### src/rtl/vtr_pkg.sv
package vtr_pkg;
  // control register layout
  localparam int unsigned CTRL_W = 8;
  localparam logic [7:0] CTRL_RESET = 8'h00;
  localparam int unsigned BIT_ALT_SERIAL = 7;
  localparam int unsigned BIT_PULLUP_DIS = 4;
  localparam int unsigned BIT_VEC_SEL = 1;
  localparam int unsigned BIT_UNLOCK = 0;
  localparam logic [7:0] CTRL_WMASK = 8'h93;
  // unlock window length in cycles
  localparam int unsigned UNLOCK_CYCLES = 4;
  localparam logic [2:0] UNLOCK_CNT_LOAD = 3'(UNLOCK_CYCLES);
  // word addresses
  localparam int unsigned ADDR_W = 12;
  localparam logic [11:0] APP_BASE = 12'h000;
  // boot start per boot size fuse code (code 2'b00 is 2K bytes)
  localparam logic [11:0] BOOT_BASE_0 = 12'h0C00;
  localparam logic [11:0] BOOT_BASE_1 = 12'h0E00;
  localparam logic [11:0] BOOT_BASE_2 = 12'h0F00;
  localparam logic [11:0] BOOT_BASE_3 = 12'h0F80;
endpackage

### src/rtl/vtr_unlock_if.sv
`timescale 1ns/1ps
`default_nettype none
// unlock timer signals between top and timer
interface vtr_unlock_if;
  logic arm;
  logic cancel;
  logic open;
  modport ctrl (output arm, output cancel, input open);
  modport timer (input arm, input cancel, output open);
endinterface
`default_nettype wire

### src/rtl/vtr_ctrl.sv
// How it works
// - select zero: vectors at flash start
// - select one: vectors at boot start
// - 2K boot: vectors start word 0xC00
// - select changes only within unlock window
// - mask interrupts from unlock until after write
// - no select write: mask four cycles
// - global interrupt flag never touched here
// - boot vectors, app lock: block in app
// - app vectors, boot lock: block in boot
// - unlock self-clears after four cycles, or write
// - pull-up disable drives all ports off
`timescale 1ns/1ps
`default_nettype none
module vtr_ctrl
  import vtr_pkg::*;
(
  input wire logic mclk_i,
  input wire logic rst_i,
  input wire logic reg_wr_i,
  input wire logic [7:0] reg_wdata_i,
  output logic [7:0] reg_rdata_o,
  input wire logic [1:0] boot_size_fuses_i,
  input wire logic app_side_boot_lock_i,
  input wire logic boot_side_boot_lock_i,
  input wire logic exec_in_boot_i,
  input wire logic [4:0] vector_index_i,
  output logic [11:0] vector_addr_o,
  output logic irq_block_o,
  output logic global_pullup_disable_o,
  output logic serial_pin_alt_select_o,
  output logic vector_base_select_o
);
  import vtr_pkg::*;

  vtr_unlock_if uif ();

  vtr_unlock_timer u_timer (
    .mclk_i(mclk_i),
    .rst_i(rst_i),
    .u(uif.timer)
  );

  logic [7:0] ctrl_q;
  logic [7:0] ctrl_d;
  logic hold_q;
  logic hold_d;
  logic unlock_wr;
  logic sel_wr;

  // boot section start for the fuse setting
  function automatic logic [11:0] boot_base(input logic [1:0] sz);
    unique case (sz)
      2'b00: boot_base = BOOT_BASE_0;
      2'b01: boot_base = BOOT_BASE_1;
      2'b10: boot_base = BOOT_BASE_2;
      2'b11: boot_base = BOOT_BASE_3;
    endcase
  endfunction

  // write decode of the control register
  assign unlock_wr = reg_wr_i & reg_wdata_i[BIT_UNLOCK];
  assign sel_wr = reg_wr_i & ~reg_wdata_i[BIT_UNLOCK] & uif.open;
  assign uif.arm = unlock_wr;
  assign uif.cancel = sel_wr;

  // next register value
  always_comb
  begin
    ctrl_d = ctrl_q;
    if (reg_wr_i)
    begin
      ctrl_d[BIT_ALT_SERIAL] = reg_wdata_i[BIT_ALT_SERIAL];
      ctrl_d[BIT_PULLUP_DIS] = reg_wdata_i[BIT_PULLUP_DIS];
    end
    if (sel_wr)
      ctrl_d[BIT_VEC_SEL] = reg_wdata_i[BIT_VEC_SEL];
    // unlock state lives in the timer, the stored bit stays clear
    ctrl_d[BIT_UNLOCK] = 1'b0;
    ctrl_d = ctrl_d & CTRL_WMASK;
    // one-cycle mask extension covers the instruction after the write
    hold_d = sel_wr;
  end

  always_ff @(posedge mclk_i or posedge rst_i)
  begin
    if (rst_i)
    begin
      ctrl_q <= CTRL_RESET;
      hold_q <= 1'b0;
    end
    else
    begin
      ctrl_q <= ctrl_d;
      hold_q <= hold_d;
    end
  end

  // readback: unlock bit mirrors the live window
  always_comb
  begin
    reg_rdata_o = ctrl_q;
    reg_rdata_o[BIT_UNLOCK] = uif.open;
  end

  // vector placement
  always_comb
  begin
    if (ctrl_q[BIT_VEC_SEL])
      vector_addr_o = boot_base(boot_size_fuses_i) + {7'h00, vector_index_i};
    else
      vector_addr_o = APP_BASE + {7'h00, vector_index_i};
  end

  // interrupt blocking, separate from the cpu enable flag
  assign irq_block_o = uif.open | hold_q
    | (ctrl_q[BIT_VEC_SEL] & app_side_boot_lock_i & ~exec_in_boot_i)
    | (~ctrl_q[BIT_VEC_SEL] & boot_side_boot_lock_i & exec_in_boot_i);

  assign global_pullup_disable_o = ctrl_q[BIT_PULLUP_DIS];
  assign serial_pin_alt_select_o = ctrl_q[BIT_ALT_SERIAL];
  assign vector_base_select_o = ctrl_q[BIT_VEC_SEL];
endmodule
`default_nettype wire

### src/rtl/vtr_unlock_timer.sv
`timescale 1ns/1ps
`default_nettype none
module vtr_unlock_timer
  import vtr_pkg::*;
(
  input wire logic mclk_i,
  input wire logic rst_i,
  vtr_unlock_if.timer u
);
  logic [2:0] cnt_q;
  logic [2:0] cnt_d;

  // countdown of the unlock window
  always_comb
  begin
    cnt_d = cnt_q;
    if (u.arm)
      cnt_d = UNLOCK_CNT_LOAD;
    else if (u.cancel)
      cnt_d = 3'h0;
    else if (cnt_q != 3'h0)
      cnt_d = cnt_q - 3'h1;
  end

  always_ff @(posedge mclk_i or posedge rst_i)
  begin
    if (rst_i)
      cnt_q <= 3'h0;
    else
      cnt_q <= cnt_d;
  end

  assign u.open = (cnt_q != 3'h0);
endmodule
`default_nettype wire

### config.mk
export PLATFORM = sky130hd
export DESIGN_NAME = vtr_ctrl
export DESIGN_NICKNAME = d
export VERILOG_FILES = /design/src/rtl/vtr_pkg.sv /design/src/rtl/vtr_unlock_if.sv /design/src/rtl/vtr_ctrl.sv /design/src/rtl/vtr_unlock_timer.sv
export SDC_FILE = /design/constraint.sdc
export NUM_CORES = 1
export LEC_CHECK = 0
export BUFFER_PORTS_ARGS = -buffer_cell sky130_fd_sc_hd__buf_2
export CAP_MARGIN = 0
export CORE_MARGIN = 2
export CORE_UTILIZATION = 38
export CTS_CLUSTER_SIZE = 16
export DETAILED_ROUTE_END_ITERATION = 10
export PLACE_DENSITY = 0.8
export SLEW_MARGIN = 30
export SYNTH_ARGS = -nofsm -noshare
export SYNTH_HDL_FRONTEND = slang
export SYNTH_SLANG_ARGS = --single-unit
### constraint.sdc
create_clock -name mclk_i -period 4.8 [get_ports mclk_i]
set_input_delay 0.72 -clock mclk_i [delete_from_list [all_inputs] [get_ports mclk_i]]
set_output_delay 0.72 -clock mclk_i [all_outputs]
set_load 0.01 [all_outputs]
==> results by group <==
Timing
  – Peak Freq: 398 MHz
  – Final-report hold violation count: 0
  – Layout Skew: ~0.002 ns
  – Unrepaired setup endpoints after global routing: false
  – Fin crit share: 52.4%
  – Final number of max-transition violations: 0
  – Setup TNS: 0 ns
  – Shortest period the worst path allows: roughly 2.5 ns
  – Worst-case setup margin in the final layout: 2.29 ns
  – Total setup violations reported at the end of the flow: 0

Die
  – Die Outline Area: 1610 um^2
  – Count of standard-cell rows: 13
  – Die W: 40.2 um
  – Initial cell density of the core: 39.7%
  – Area of the core: 1250 um^2
  – Die outline height: between 40 and 50 um
  – Number of ports placed on the die boundary: 45

Critical path
  – Nature of the critical path startpoint: flop
  – Depth of the critical timing path with buffers and inverters included: 6
  – CP delay by family, top: adder cells
  – Maximum net fanout on the critical path: 8
  – Maximum cell stage delay along the critical path: 0.38 ns
  – Req. time, crit path: 4.08 ns
  – Critical register-to-register path startpoint: u_timer.cnt_q[0]$_DFFE_PP0P_
  – Crit. End Element: output port
  – Worst R2R Setup Slack: roughly 3.2 ns
  – CP Cell Sequence: inv_1, ha_1, ha_1, inv_2, or3_1, buf_2
  – Worst path most repeated cell: sky130_fd_sc_hd__ha_1
  – Worst reg-to-reg path cell count: 5
  – Buf/Inv on CP: 3
  – WP data arrival: 1.79 ns
  – Master of the slowest instance on the critical path: sky130_fd_sc_hd__dfrtp_1
  – End of the worst register-to-register path: ctrl_q[1]$_DFFE_PP0P_
  – Start-to-end type of the worst setup path: reg -> out

Power and ir drop
  – Static Leakage: roughly 0.30 nW
  – Power per standard cell area: 531 nW/um^2
  – Peak supply drop: between 0.2 and 0.25 mV
  – Final Power: between 0.2 and 0.3 mW

Synth
  – Count of flip-flops with a built-in enable after synthesis: 0
  – Cell type with the largest total area after synthesis: sky130_fd_sc_hd__dfrtp_1
  – Mux contribution to synthesized area: 6.80%
  – Leading post-synthesis cells by cell area: sky130_fd_sc_hd__dfrtp_1, sky130_fd_sc_hd__buf_4, sky130_fd_sc_hd__ha_1
  – Post-Synth Simple-Gate Area: 12.3%
  – Cell area after technology mapping: 497 um^2
  – Seq/Total Area, Yosys: 35.3%
  – Share of flip-flops with an asynchronous set or reset: 100%
  – Count of mapped cells out of synthesis: 52
  – Fraction of the mapped netlist area in compound gates: 8.82%
  – Commonest register cell after synthesis: sky130_fd_sc_hd__dfrtp_1
  – Fraction of post-synthesis cell area in the top cell type by area: between 30% and 40%
  – Adder-Cell Fraction of Synth Area: 5.04%
  – Post-synthesis share of cell area spent on xor and xnor gates: 0%
  – Most used standard cells in the synthesized netlist: sky130_fd_sc_hd__buf_4, sky130_fd_sc_hd__dfrtp_1, sky130_fd_sc_hd__inv_1, sky130_fd_sc_hd__nand2_1
  – Flip-flop and latch count after synthesis: 7
  – Netlist cell types: 21
  – Avg Inst Size Synth: 9.55 um^2
  – Dominant combinational cell family by area after synthesis: buffers and inverters
  – Most common cell in the synthesized netlist: sky130_fd_sc_hd__buf_4
  – Total of warnings raised by yosys: 0

Detailed routing
  – Drt pass-1 iters: 2
  – Detailed-route wire length: 853 um
  – Routed WL per cell: 10.4 um
  – Number of violations reported at the end of detailed-routing iteration 0: 2
  – Final routed DRC violation total: 0
  – Via total after detailed routing: 373
  – Average vias per placed instance: 4.55
  – ANT nets after route: 0

Placed design
  – HPWL after DPL: 666 um
  – IO buf count: 24
  – Worst setup slack after placement: between 2 and 3 ns
  – Final weighted congestion in routability-driven placement: 0.693

Cells and area
  – Share of final-layout standard cells stronger than drive strength 1: 46.3%
  – Final antenna diode count: 0
  – Post-synthesis to final-layout area growth: 9.82%
  – NumNets Final: 91
  – Number of fillers in the final layout: 135

CTS
  – Number of sinks on the clock net: 7
  – H-Tree Depth: 1
  – Clock buffers created by TritonCTS: 3
  – Quantity of hold-fixing buffers added after cts: 0
  – Root Driver: sky130_fd_sc_hd__clkbuf_4
  – Post CTS Setup Buffer Count: 0
  – Clock tree from TritonCTS: done
  – Clk_lat worst skew: between 0.2 and 0.3 ns
  – Clock Tree Buf Depth: 2
  – Post_cts resized: 0
  – Clock transition time at the flip-flop clock pins of the worst setup and hold paths: 0.06 ns

Job
  – Max_cap viols: 0

Global route
  – Vias in the first global route: 305
  – Grt ovf: 0
  – Largest net degree at the start of global routing: 11
  – Global-route wire length before repair: 1220 um
  – Antenna violations before repair: 0
  – GR Util All Layers: 12.3%

Worst hold path
  – Tightest Hold Check Type: in -> async

Outcome
  – Status: finished clean
[cells by family after synthesis]
group,after synthesis
adder cells (fa/ha/maj),2
buffers and inverters,23
other,1
flip-flops,7
AO/OA/AOI/OAI,6
AND/OR/NAND/NOR,10
multiplexers,3
[per-layer routing]
metal | global-route usage [%] | part of all wire (%) | vias to the layer above
li1 | - | - | 177
met1 | 12.4 | 37 | 171
met2 | 19.4 | 51 | 23
met3 | 6.67 | 11 | 2
met4 | 8.62 | 0.47 | 0
met5 | 0 | 0 | -
[registers in the layout (all words and copies together) (netlist names)]
signal and flops:
hold_q 1, ctrl_q 3, u_timer.cnt_q 3
[per-stage QoR]
| step | hold slack, ns | std cells | cell area [um^2] | util, % |
|---|---|---|---|---|
| 2_1_floorplan | 0.452 | 57 | 515 | - |
| 3_3_place_gp | 0.482 | 78 | 519 | 41.5 |
| 3_5_place_dp | 0.486 | 78 | 519 | 41.5 |
| 4_1_cts | 0.379 | 82 | 546 | 43.6 |
| 5_1_grt | 0.406 | 82 | 546 | 43.6 |
| 6_report | 0.380 | 82 | 546 | 43.6 |
[worst max path at each step]
stage               slack [ns]                         start     endpoint
floorplan                 2.80  u_timer.cnt_q[0]$_DFFE_PP0P_  irq_block_o
global placement          2.58  u_timer.cnt_q[0]$_DFFE_PP0P_  irq_block_o
detailed placement        2.57  u_timer.cnt_q[1]$_DFFE_PP0P_  irq_block_o
CTS                       2.27  u_timer.cnt_q[1]$_DFFE_PP0P_  irq_block_o
global route              2.15  u_timer.cnt_q[1]$_DFFE_PP0P_  irq_block_o
finish                    2.29  u_timer.cnt_q[1]$_DFFE_PP0P_  irq_block_o
[power breakdown]
part           internal [mW]  leakage [nW]  total [mW]  switching, mW
registers             0.0783        0.0856      0.0949         0.0165
clock network         0.0319        0.0150      0.0561         0.0242
logic                 0.0630         0.195       0.139         0.0757
[cell usage in the layout, fill, tap and decap left out]
cell type / synthesis / final
sky130_fd_sc_hd__a21oi_1: 1 / 1
sky130_fd_sc_hd__and2_1: 1 / 1
sky130_fd_sc_hd__and3_1: 1 / 1
sky130_fd_sc_hd__buf_2: 0 / 24
sky130_fd_sc_hd__clkbuf_1: 0 / 1
sky130_fd_sc_hd__clkbuf_4: 0 / 3
sky130_fd_sc_hd__conb_1: 1 / 6
sky130_fd_sc_hd__dfrtp_1: 7 / 7
sky130_fd_sc_hd__ha_1: 2 / 2
sky130_fd_sc_hd__inv_1: 4 / 4
sky130_fd_sc_hd__inv_2: 1 / 1
sky130_fd_sc_hd__mux2_1: 1 / 1
sky130_fd_sc_hd__mux2_2: 2 / 2
sky130_fd_sc_hd__nand2_1: 4 / 4
sky130_fd_sc_hd__nand3_1: 1 / 1
sky130_fd_sc_hd__nor2_1: 1 / 1
sky130_fd_sc_hd__nor3b_4: 1 / 1
sky130_fd_sc_hd__o21a_1: 1 / 1
sky130_fd_sc_hd__o22ai_1: 1 / 1
sky130_fd_sc_hd__o311ai_0: 1 / 1
sky130_fd_sc_hd__o31ai_1: 1 / 1
sky130_fd_sc_hd__o32ai_1: 1 / 1
sky130_fd_sc_hd__or3_1: 1 / 1
[area by class of cell]
| cell class | count | area (um^2) | area share (%) |
|---|---|---|---|
| Clock buffer | 4 | 26.3 | 4.82 |
| Multi-Input combinational cell | 27 | 186 | 34.2 |
| Tap cell | 15 | 18.8 | 3.44 |
| Inverter | 5 | 18.8 | 3.44 |
| Timing Repair Buffer | 24 | 120 | 22.0 |
| Sequential cell | 7 | 175 | 32.1 |
(Power assumes the default switching activity.)
